[src/common/lohc_pkg.sv]
package lohc_pkg;
  localparam int CLK_PERIOD_NS = 10;
  localparam int MS_PERIOD_NS = 1000000;
  localparam int MS_CYCLES = (MS_PERIOD_NS + CLK_PERIOD_NS - 1) / CLK_PERIOD_NS;
  localparam int ARG_W = 32;
  localparam int VAL_W = 16;
  localparam int FF_W = 33;
  localparam logic [15:0] DELAY_MIN_MS = 16'h1770;
  localparam logic [15:0] DELAY_MAX_MS = 16'hea60;
  localparam logic [15:0] DELAY_RST_MS = 16'h1770;
  localparam logic [15:0] FLASH_HALF_MS = 16'h00fa;

  typedef enum logic [3:0] {
    CMD_DELAY_SET = 4'h0,
    CMD_DELAY_QRY = 4'h1,
    CMD_FFWD_SET = 4'h2,
    CMD_FFWD_QRY = 4'h3,
    CMD_MOD_SET = 4'h4,
    CMD_MOD_QRY = 4'h5,
    CMD_OUT_SET = 4'h6,
    CMD_OUT_QRY = 4'h7,
    CMD_SWEEP_SET = 4'h8,
    CMD_SWEEP_QRY = 4'h9,
    CMD_CUR_QRY = 4'ha,
    CMD_TEMP_QRY = 4'hb,
    CMD_PIEZO_QRY = 4'hc
  } lohc_cmd_t;

  typedef enum logic [2:0] {
    RSP_OK = 3'h0,
    RSP_NO_PARAM = 3'h1,
    RSP_RANGE = 3'h2,
    RSP_VALUE = 3'h3,
    RSP_UNKNOWN = 3'h4
  } lohc_rsp_t;

  typedef enum logic [2:0] {
    LS_OFF = 3'b001,
    LS_PEND = 3'b010,
    LS_ON = 3'b100
  } lohc_state_t;
endpackage

[src/common/lohc_tick_if.sv]
interface lohc_tick_if;
  logic run;
  logic tick;
  modport gen (input run, output tick);
  modport user (output run, input tick);
endinterface

[src/logic/lohc_ms_tick.sv]
module lohc_ms_tick
  import lohc_pkg::*;
#(
  parameter int CYCLES = MS_CYCLES
) (
  input wire logic clk, // System clock
  input wire logic arst_n, // Async reset
  lohc_tick_if.gen t // Run request in, tick out
);
  logic [31:0] cnt;
  wire logic wrap = (cnt == 32'(CYCLES - 1));

  // Restarts on each run so the first tick is a full period away
  always_ff @(posedge clk or negedge arst_n) begin
    if (!arst_n) begin
      cnt <= '0;
      t.tick <= 1'b0;
    end else if (!t.run) begin
      cnt <= '0;
      t.tick <= 1'b0;
    end else begin
      cnt <= wrap ? 32'h0 : cnt + 32'h1;
      t.tick <= wrap;
    end
  end
endmodule

[src/logic/lohc_sync.sv]
module lohc_sync #(
  parameter int W = 1
) (
  input wire logic clk, // System clock
  input wire logic arst_n, // Async reset
  input wire logic [W-1:0] d, // Asynchronous inputs
  output logic [W-1:0] q // Synchronised outputs
);
  logic [W-1:0] stage1;

  always_ff @(posedge clk or negedge arst_n) begin
    if (!arst_n) begin
      stage1 <= '0;
      q <= '0;
    end else begin
      stage1 <= d;
      q <= stage1;
    end
  end
endmodule

[src/logic/lohc_top.sv]
// Overview of operation
// [RL1] Set command without argument answers missing-parameter and changes nothing.
// [RL2] Delay argument below 6000 or above 60000 answers out-of-range, delay kept.
// [RL3] Valid delay argument in milliseconds replaces stored delay, answer OK.
// [RL4] Laser-on command waits the stored delay before energizing the output.
// [RL5] Front-panel button in local mode uses the same stored delay.
// [RL6] Delay query returns stored delay in milliseconds.
// [RL7] Enable commands with argument other than 0 or 1 answer out-of-range.
// [RL8] Enable commands: 0 switches feature off, 1 on, then answer OK.
// [RL9] Enabling feedforward latches the present piezo voltage setpoint.
// [RL10] Feedforward current equals coefficient times actual minus latched piezo voltage.
// [RL11] Enable queries return 0 when off and 1 when on.
// [RL12] Power indicator flashes during the whole pending turn-on delay.
// [RL13] Sweep enable starts frequency modulation; disable stops it.
// [RL14] Current query returns measured diode current magnitude in milliamperes.
// [RL15] Temperature query returns measured diode temperature magnitude in Celsius.
// [RL16] Laser output switches off when diode temperature leaves safe limits.
// [RL17] Piezo query returns measured piezo voltage magnitude in volts.
// [RL18] Off during pending turn-on cancels it and stops flashing at once.
// [RL19] Turn-on delay counts one-millisecond ticks derived from the clock.
module lohc_top
  import lohc_pkg::*;
#(
  parameter int MS_CYC = MS_CYCLES
) (
  input wire logic clk, // 100 MHz clock
  input wire logic arst_n, // Async reset, active low
  input wire logic cmd_valid, // Command strobe
  input wire lohc_cmd_t cmd_code, // Command code
  input wire logic cmd_has_arg, // Argument present
  input wire logic [ARG_W-1:0] cmd_arg, // Integer argument
  output logic rsp_valid, // Reply strobe
  output lohc_rsp_t rsp_code, // Reply kind
  output logic [ARG_W-1:0] rsp_value, // Query value
  input wire logic panel_button, // Power button pin
  input wire logic local_mode, // Local control mode pin
  input wire logic signed [VAL_W-1:0] diode_current, // Measured current, mA
  input wire logic signed [VAL_W-1:0] diode_temp, // Measured temperature, degC
  input wire logic signed [VAL_W-1:0] piezo_actual, // Measured piezo, V
  input wire logic signed [VAL_W-1:0] piezo_setpoint, // Piezo setpoint
  input wire logic signed [VAL_W-1:0] ffwd_coeff, // Feedforward coefficient
  input wire logic signed [VAL_W-1:0] temp_limit_lo, // Lowest safe temperature
  input wire logic signed [VAL_W-1:0] temp_limit_hi, // Highest safe temperature
  output logic laser_on, // Output energized
  output logic power_led, // Indicator above button
  output logic ffwd_en, // Feedforward enabled
  output logic mod_en, // Current modulation enabled
  output logic sweep_en, // Sweep generator, drives FM
  output logic signed [FF_W-1:0] ffwd_current // Feedforward current
);
  lohc_state_t state, next_state;
  logic [15:0] delay_ms;
  logic [15:0] remain;
  logic [15:0] flash_cnt;
  logic flash_phase;
  logic signed [VAL_W-1:0] piezo_ref;
  logic [1:0] pins_s;
  logic btn_d;
  logic [ARG_W-1:0] qry_val;

  lohc_tick_if tk ();

  lohc_sync #(.W(2)) u_sync (
    .clk(clk),
    .arst_n(arst_n),
    .d({local_mode, panel_button}),
    .q(pins_s)
  );

  lohc_ms_tick #(.CYCLES(MS_CYC)) u_tick (
    .clk(clk),
    .arst_n(arst_n),
    .t(tk.gen)
  );

  function automatic logic [VAL_W-1:0] mag(input logic signed [VAL_W-1:0] v);
    mag = v[VAL_W-1] ? VAL_W'(-v) : VAL_W'(v);
  endfunction

  // Command decode
  wire logic is_en_cmd = (cmd_code == CMD_FFWD_SET) || (cmd_code == CMD_MOD_SET) ||
                         (cmd_code == CMD_OUT_SET) || (cmd_code == CMD_SWEEP_SET);
  wire logic is_set_cmd = is_en_cmd || (cmd_code == CMD_DELAY_SET);
  wire logic is_qry_cmd = (cmd_code == CMD_DELAY_QRY) || (cmd_code == CMD_FFWD_QRY) ||
                          (cmd_code == CMD_MOD_QRY) || (cmd_code == CMD_OUT_QRY) ||
                          (cmd_code == CMD_SWEEP_QRY) || (cmd_code == CMD_CUR_QRY) ||
                          (cmd_code == CMD_TEMP_QRY) || (cmd_code == CMD_PIEZO_QRY);
  wire logic no_arg = cmd_valid && is_set_cmd && !cmd_has_arg; // see [RL1]
  wire logic en_arg_ok = (cmd_arg <= 32'h1); // see [RL7]
  wire logic delay_arg_ok = (cmd_arg >= 32'(DELAY_MIN_MS)) &&
                            (cmd_arg <= 32'(DELAY_MAX_MS)); // see [RL2]
  wire logic arg_ok = is_en_cmd ? en_arg_ok : delay_arg_ok;
  wire logic accept = cmd_valid && is_set_cmd && cmd_has_arg && arg_ok;
  wire logic arg_bit = cmd_arg[0];
  wire logic wr_delay = accept && (cmd_code == CMD_DELAY_SET);
  wire logic wr_ffwd = accept && (cmd_code == CMD_FFWD_SET);
  wire logic wr_mod = accept && (cmd_code == CMD_MOD_SET);
  wire logic wr_out = accept && (cmd_code == CMD_OUT_SET);
  wire logic wr_sweep = accept && (cmd_code == CMD_SWEEP_SET);

  // Turn-on sequencing
  wire logic btn_rise = pins_s[1] && pins_s[0] && !btn_d; // see [RL5]
  wire logic over_temp = (diode_temp > temp_limit_hi) || (diode_temp < temp_limit_lo);
  wire logic st_off = (state == LS_OFF);
  wire logic start_req = (wr_out && arg_bit) || btn_rise;
  // Button toggles: a press while on or pending switches off
  wire logic go_off = over_temp || (wr_out && !arg_bit) ||
                      (btn_rise && !st_off); // see [RL16] [RL18]
  wire logic start_pend = st_off && (next_state == LS_PEND);
  wire logic tick = tk.tick;
  wire logic flash_wrap = tick && (flash_cnt == FLASH_HALF_MS - 16'h1);
  assign tk.run = (state == LS_PEND); // see [RL19]

  always_comb begin
    next_state = state;
    unique case (state)
      LS_OFF: begin
        if (!go_off && start_req) begin
          next_state = LS_PEND;
        end
      end
      LS_PEND: begin
        if (go_off) begin
          next_state = LS_OFF;
        end else if (tick && remain == 16'h1) begin
          next_state = LS_ON; // see [RL4]
        end
      end
      LS_ON: begin
        if (go_off) begin
          next_state = LS_OFF;
        end
      end
      default: next_state = LS_OFF;
    endcase
  end

  always_ff @(posedge clk or negedge arst_n) begin
    if (!arst_n) begin
      state <= LS_OFF;
      laser_on <= 1'b0;
      btn_d <= 1'b0;
    end else begin
      state <= next_state;
      laser_on <= (next_state == LS_ON); // see [RL4] [RL16]
      btn_d <= pins_s[0];
    end
  end

  // Stored delay in ms, counted down by ticks during pending
  always_ff @(posedge clk or negedge arst_n) begin
    if (!arst_n) begin
      remain <= '0;
    end else if (start_pend) begin
      remain <= delay_ms; // see [RL4] [RL5]
    end else if (state == LS_PEND && tick) begin
      remain <= remain - 16'h1; // see [RL19]
    end
  end

  always_ff @(posedge clk or negedge arst_n) begin
    if (!arst_n) begin
      flash_cnt <= '0;
      flash_phase <= 1'b1;
    end else if (state != LS_PEND) begin
      flash_cnt <= '0;
      flash_phase <= 1'b1;
    end else if (flash_wrap) begin
      flash_cnt <= '0;
      flash_phase <= !flash_phase; // see [RL12]
    end else if (tick) begin
      flash_cnt <= flash_cnt + 16'h1;
    end
  end

  wire logic next_led = (next_state == LS_ON) ||
                        ((next_state == LS_PEND) && (state != LS_PEND || flash_phase != flash_wrap));

  always_ff @(posedge clk or negedge arst_n) begin
    if (!arst_n) begin
      power_led <= 1'b0;
    end else begin
      power_led <= next_led; // see [RL12] [RL18]
    end
  end

  // Settings
  always_ff @(posedge clk or negedge arst_n) begin
    if (!arst_n) begin
      delay_ms <= DELAY_RST_MS;
      ffwd_en <= 1'b0;
      mod_en <= 1'b0;
      sweep_en <= 1'b0;
    end else begin
      if (wr_delay) begin
        delay_ms <= cmd_arg[15:0]; // see [RL3]
      end
      if (wr_ffwd) begin
        ffwd_en <= arg_bit; // see [RL8]
      end
      if (wr_mod) begin
        mod_en <= arg_bit; // see [RL8]
      end
      if (wr_sweep) begin
        sweep_en <= arg_bit; // see [RL8] [RL13]
      end
    end
  end

  // Feedforward; each accepted feedforward enable re-captures the reference
  wire logic signed [VAL_W:0] ff_diff = {piezo_actual[VAL_W-1], piezo_actual} -
                                        {piezo_ref[VAL_W-1], piezo_ref};
  wire logic signed [FF_W-1:0] ff_prod = ffwd_coeff * ff_diff;

  always_ff @(posedge clk or negedge arst_n) begin
    if (!arst_n) begin
      piezo_ref <= '0;
      ffwd_current <= '0;
    end else begin
      if (wr_ffwd && arg_bit) begin
        piezo_ref <= piezo_setpoint; // see [RL9]
      end
      ffwd_current <= ffwd_en ? ff_prod : '0; // see [RL10]
    end
  end

  // Replies
  always_comb begin
    qry_val = '0;
    unique case (cmd_code)
      CMD_DELAY_QRY: qry_val = {16'h0, delay_ms}; // see [RL6]
      CMD_FFWD_QRY: qry_val = {31'h0, ffwd_en}; // see [RL11]
      CMD_MOD_QRY: qry_val = {31'h0, mod_en}; // see [RL11]
      CMD_OUT_QRY: qry_val = {31'h0, !st_off}; // see [RL11]
      CMD_SWEEP_QRY: qry_val = {31'h0, sweep_en}; // see [RL11]
      CMD_CUR_QRY: qry_val = {16'h0, mag(diode_current)}; // see [RL14]
      CMD_TEMP_QRY: qry_val = {16'h0, mag(diode_temp)}; // see [RL15]
      CMD_PIEZO_QRY: qry_val = {16'h0, mag(piezo_actual)}; // see [RL17]
      default: qry_val = '0;
    endcase
  end

  wire lohc_rsp_t next_rsp = no_arg ? RSP_NO_PARAM : // see [RL1]
                             accept ? RSP_OK : // see [RL3] [RL8]
                             is_set_cmd ? RSP_RANGE : // see [RL2] [RL7]
                             is_qry_cmd ? RSP_VALUE : RSP_UNKNOWN;

  always_ff @(posedge clk or negedge arst_n) begin
    if (!arst_n) begin
      rsp_valid <= 1'b0;
      rsp_code <= RSP_OK;
      rsp_value <= '0;
    end else begin
      rsp_valid <= cmd_valid;
      if (cmd_valid) begin
        rsp_code <= next_rsp;
        rsp_value <= is_qry_cmd ? qry_val : '0;
      end
    end
  end
endmodule
[config.mk]
export PLATFORM = sky130hd
export DESIGN_NAME = lohc_top
export DESIGN_NICKNAME = d
export VERILOG_FILES = /design/src/common/lohc_pkg.sv /design/src/common/lohc_tick_if.sv /design/src/logic/lohc_ms_tick.sv /design/src/logic/lohc_sync.sv /design/src/logic/lohc_top.sv
export SDC_FILE = /design/constraint.sdc
export NUM_CORES = 1
export LEC_CHECK = 0
export BUFFER_PORTS_ARGS = -buffer_cell sky130_fd_sc_hd__buf_2
export CORE_MARGIN = 5
export CORE_UTILIZATION = 45
export DETAILED_ROUTE_END_ITERATION = 7
export GPL_ROUTABILITY_DRIVEN = 0
export PLACE_DENSITY = 0.74
export SYNTH_ARGS = -nofsm -noshare
export SYNTH_HDL_FRONTEND = slang
export SYNTH_SLANG_ARGS = --single-unit
[constraint.sdc]
create_clock -name clk -period 23.4 [get_ports clk]
set_input_delay 7.02 -clock clk [delete_from_list [all_inputs] [get_ports clk]]
set_output_delay 7.02 -clock clk [all_outputs]
set_load 0.01 [all_outputs]
# After elaboration in Yosys (flattened, before gate mapping)
# Cells that the tools add are included.
# totals
reg_bits	180
in_bits	154
output_inout_bits	74
elab_cells	130
# classes
n_addsub	7
n_mul	1
magnitude_cmp	5
n_eq_ne	22
n_mux	26
reduce_logical	49
# op_table
cell	count
two-way mux 16 bit	8
one-hot mux 16 bit (8 select lines)	1
two-way mux 32 bit	3
negator 16 bit	3
multiplier 16 x 17 -> 33 bit	1
two-way mux 33 bit	1
adder 32 x 1 -> 32 bit (second input constant)	1
== test 32 x 17 -> 1 bit (second input constant)	1
greater-or-equal comparator 32 x 13 -> 1 bit (second input constant)	1
<= comparator 32 x 1 -> 1 bit (second input constant)	1
<= comparator 32 x 16 -> 1 bit (second input constant)	1
two-way mux 3 bit	8
logical AND 1 bit	22
== test 4 bit (second input constant)	5
logical OR 1 bit	17
subtractor 16 x 16 -> 17 bit	1
adder 16 x 1 -> 16 bit (second input constant)	1
== test 16 x 1 -> 1 bit (second input constant)	1
== test 16 x 8 -> 1 bit (second input constant)	1
== test 4 x 3 -> 1 bit (second input constant)	4
greater-than comparator 16 bit	1
< comparator 16 bit	1
subtractor 16 x 1 -> 16 bit (second input constant)	1
one-hot mux 3 bit (3 select lines)	1
12 further kinds	24

# Longest topological paths before layout
# logic_depth
word_depth	19
depth_mapped	33
depth_no_buf	32

# By module
# A second synthesis with hierarchy kept.
# hier_totals
hier_cells	2277
area_unflattened_um2	20943.8
# by_module_without_submodules
mod	n_inst	cells_each	area_each_um2	seq_area_each_um2
lohc_top	1	2089	19054.5	3189.3
lohc_ms_tick	1	184	1789.2	825.8
lohc_sync	1	4	100.1	100.1

# Worst setup path after synthesis
# Ideal clock, no wire load.
# synth_path
path_type	input port to flip-flop
from	in piezo_actual[8]
to	reg ffwd_current[32]
setup_time_ns	0.125
arrival_time_ns	14.571
required_time_ns	23.275
setup_slack_ns	8.705
stages	29
n_path_buf	2
cell_sequence	ha_1 -> clkbuf_1 -> a211o_1 -> nor3_1 -> a211oi_1 -> a311o_1 -> o311ai_1 -> a31o_2 -> clkbuf_1 -> and2_1 -> fa_1 -> inv_1 -> fa_1 -> inv_1 -> fa_1 -> fa_1 -> fa_1 -> inv_1 -> fa_1 -> inv_1 -> ha_1 -> a21oi_1 -> o311ai_0 -> nor3_1 -> nand3_1 -> nand2_1 -> o21ai_0 -> o31ai_1 -> mux2_2
# synth_between
elab_chain_len	3
# synth_rtl
element	line	text
from (decl)	lohc_top.sv:39	input wire logic signed [VAL_W-1:0] piezo_actual,
subtractor 16 x 16 -> 17 bit	lohc_top.sv:211	wire logic signed [VAL_W:0] ff_diff = {piezo_actual[VAL_W-1], piezo_actual} -
multiplier 16 x 17 -> 33 bit	lohc_top.sv:213	wire logic signed [FF_W-1:0] ff_prod = ffwd_coeff * ff_diff;
two-way mux 33 bit	lohc_top.sv:223	ffwd_current <= ffwd_en ? ff_prod : '0;
to (signal assigned)	lohc_top.sv:223	
to (decl)	lohc_top.sv:49	output logic signed [FF_W-1:0] ffwd_current
# Every way passes these cells.
# A chain may end at the register's enable or synchronous reset.

# Final worst setup path
# Ends and elaborated chain as after synthesis.

==> results.cfg <==
[detailed_routing]
wl_per_cell_um = 18.0
firstDrtPassIters = 6
vias_per_cell = 5.42
drt_first_iter_violations = 1138
routed_wl_um = 54700
ant_nets = 0
drc = 0
vias = 16500

[sta]
fmax_ghz = 0.0646
skew_ns = 0.0152
finalHoldViolations = 0
fin_crit_sh_pct = 66.2
drv_slew = 0
rsz0062_at_grt = no
finalSetupTns_ns = 0
setup_viol = 0
period_minus_slack_ns = 15.49
tightestPinTransition_ns = 1.26
relSlewSlack_pct = 15.7

[critical_path]
required_ns = 23.76
critical_path.top_delay_family = adder cells
crit_buf_inv = 5
cp_slowest_cell = ha_1
start_kind = input pin
arrival_ns = 15.84
critPathKind = input pin to flop
crit_path_max_fanout = 36
crit_path_end_kind = flop
cp_common_cell = fa_1
cp_slowest_stage_delay_ns = 0.68

[clocking]
cts_resized = 0
h-tree-depth = 4
cts_tree = yes
clk-insertion-delay-late_ns = 0.47
cts_hold_buf = 0
cts_buffers = 17
clkSinkCount = 164
clock_tree.root_cell = clkbuf_16
path_clk_slew_ns = 0.07
cts_setup_buffers = 0
clockBufferDepth = 2

[logic_synthesis]
ys.warnings.count = 0
synth_common_cells = 418 x inv_1, 277 x fa_1, 208 x nand2_1, 155 x dfrtp_1, 139 x ha_1
synthTopCellsByArea = fa_1 27%, dfrtp_1 19%, ha_1 8.4%
synth-main-ff-cell = dfrtp_1
synth_edf_count = 0
synth_top_cell_by_area = fa_1
synthArstFlopShare_pct = 100
yosysMostFrequentCell = inv_1
synth_cells = 2257
ys_seq_area_share_pct = 19.9
ys_types = 71
synth_top_area_share_pct = 26.9
avgSynthCellArea_um2 = 9.15
synth-seq-cells = 164
netlist_area_um2 = 20700

[die]
ios = 228
row_count = 78
dieArea_um2 = 50300
die_h_um = 224
initial_core_util_pct = 45.5
core_region_area_um2 = 45400
die_w_um = 224

[final_layout]
area_growth_pct = 10.6
fin_nets = 3000
layout.area.seq_um2 = 4120
multi_input_area_um2 = 14600
fill_cells = 4194
drive_gt1_share_pct = 14.2

[global_routing]
grt_pass1_wl_um = 89500
grt_pass1_vias = 17200
track_usage_pct = 22.0
antenna_found_initial = 6
grt_start_max_net_pins = 112
gr-total-overflow = 0

[worst_hold_path]
hold_class = flop to flop

[placed_design]
dp_hpwl_um = 43700
portBuffers = 211

[run]
cap_violations = 0

[outcome]
status = completed
==> worst register-to-register path: cells and delay by family, from the launching register on <==
| family | cells | cell delay [ns] |
|---|---|---|
| buffers and inverters | 5 | 0.75 |
| DFF | 1 | 0.34 |
| adders and majority gates | 8 | 4.00 |
| AOI/OAI and AO/OA | 8 | 2.83 |
| and+or+nand+nor | 6 | 0.85 |
| muxes | 1 | 0.27 |
==> sequential cells by signal, indices dropped and copies added (netlist names) <==
signal         cells
u_sync.stage1      2
state              3
rsp_valid          1
ffwd_en            1
btn_d              1
sweep_en           1
flash_phase        1
u_sync.q           2
mod_en             1
flash_cnt         16
laser_on           1
piezo_ref         16
ffwd_current      33
delay_ms          16
u_tick.t.tick      1
remain            16
rsp_code           3
rsp_value         16
u_tick.cnt        32
power_led          1
==> final timing paths <==
path,start,endpoint,slack [ns],cells past startpoint
min in group asynchronous,arst_n,u_tick.cnt[20],6.70,1
setup / recovery,piezo_actual[8],ffwd_current[32],7.91,28
hold reg to reg,u_sync.stage1[0],u_sync.q[0],0.36,0
setup reg to reg,piezo_ref[8],ffwd_current[32],14.25,28
hold / removal,u_sync.stage1[0],u_sync.q[0],0.36,0
max in group asynchronous,arst_n,piezo_ref[9],15.36,2
==> through the flow <==
stage / cell area (um2) / util [%] / std cells / worst slack (ns) / hold slack (ns)
5_1_grt: 22800 / 50.3 / 3044 / 7.34 / 0.368
4_1_cts: 22800 / 50.3 / 3043 / 7.97 / 0.359
3_3_place_gp: 22300 / 49.0 / 3011 / 7.66 / 0.349
6_report: 22800 / 50.3 / 3045 / 7.91 / 0.358
3_5_place_dp: 22300 / 49.0 / 3011 / 7.49 / 0.343
2_1_floorplan: 20700 / - / 2272 / 8.70 / 0.331
==> logic make-up (layout without fill, tap and decap cells) <==
group,Yosys count,after routing,synth area share (%)
DFF,164,164,19.9
buffers and inverters,508,679,9.62
adders and majority gates,416,416,35.3
xor gates and xnor gates,129,129,5.47
AOI/OAI and AO/OA,261,261,8.26
muxes,72,72,3.87
other,1,18,0.0182
and+or+nand+nor,706,706,17.6
==> final cells by class <==
cell class	count	area share, %
Inverter	419	6.88
Sequential cell	164	18.0
Antenna cell	2	0.0219
Tap cell	600	3.29
Clock buffer	19	1.98
Timing Repair Buffer	228	5.21
Clock inverter	13	0.602
Multi-Input combinational cell	1600	64.0
==> layer usage <==
layer	track usage [%]	up-vias	wire (um)
met5	0	-	58
met4	6.84	8	1550
met3	4.79	122	4100
met2	35.9	623	26100
met1	29.7	8217	22900
li1	-	7536	-
==> cell usage in the layout (no fill, tap or decap), drive strengths merged, types with 6 or more instances in the layout <==
master / netlist / routed
ha: 139 / 139
nor2b: 34 / 34
nor4: 28 / 28
a211oi: 11 / 11
fa: 277 / 277
nor3: 43 / 43
clkbuf: 63 / 19
mux2i: 10 / 10
xor2: 70 / 70
o22ai: 29 / 29
buf: 26 / 228
or3: 14 / 14
xnor2: 59 / 59
nand2b: 36 / 36
nand2: 210 / 210
o21a: 14 / 14
dfrtp: 155 / 155
nand3: 34 / 34
or4: 9 / 9
inv: 418 / 424
a21o: 10 / 10
mux2: 62 / 62
a21boi: 6 / 6
a21oi: 57 / 57
conb: 1 / 16
nand4: 21 / 21
a221oi: 8 / 8
o31ai: 22 / 22
nor2: 125 / 125
o41ai: 7 / 7
o21ai: 57 / 57
and3: 14 / 14
dfstp: 9 / 9
and2: 113 / 113
Power is left out: the tool's default activity adds up to more than one toggle a clock period on the data nets, which glitch-free logic cannot reach.
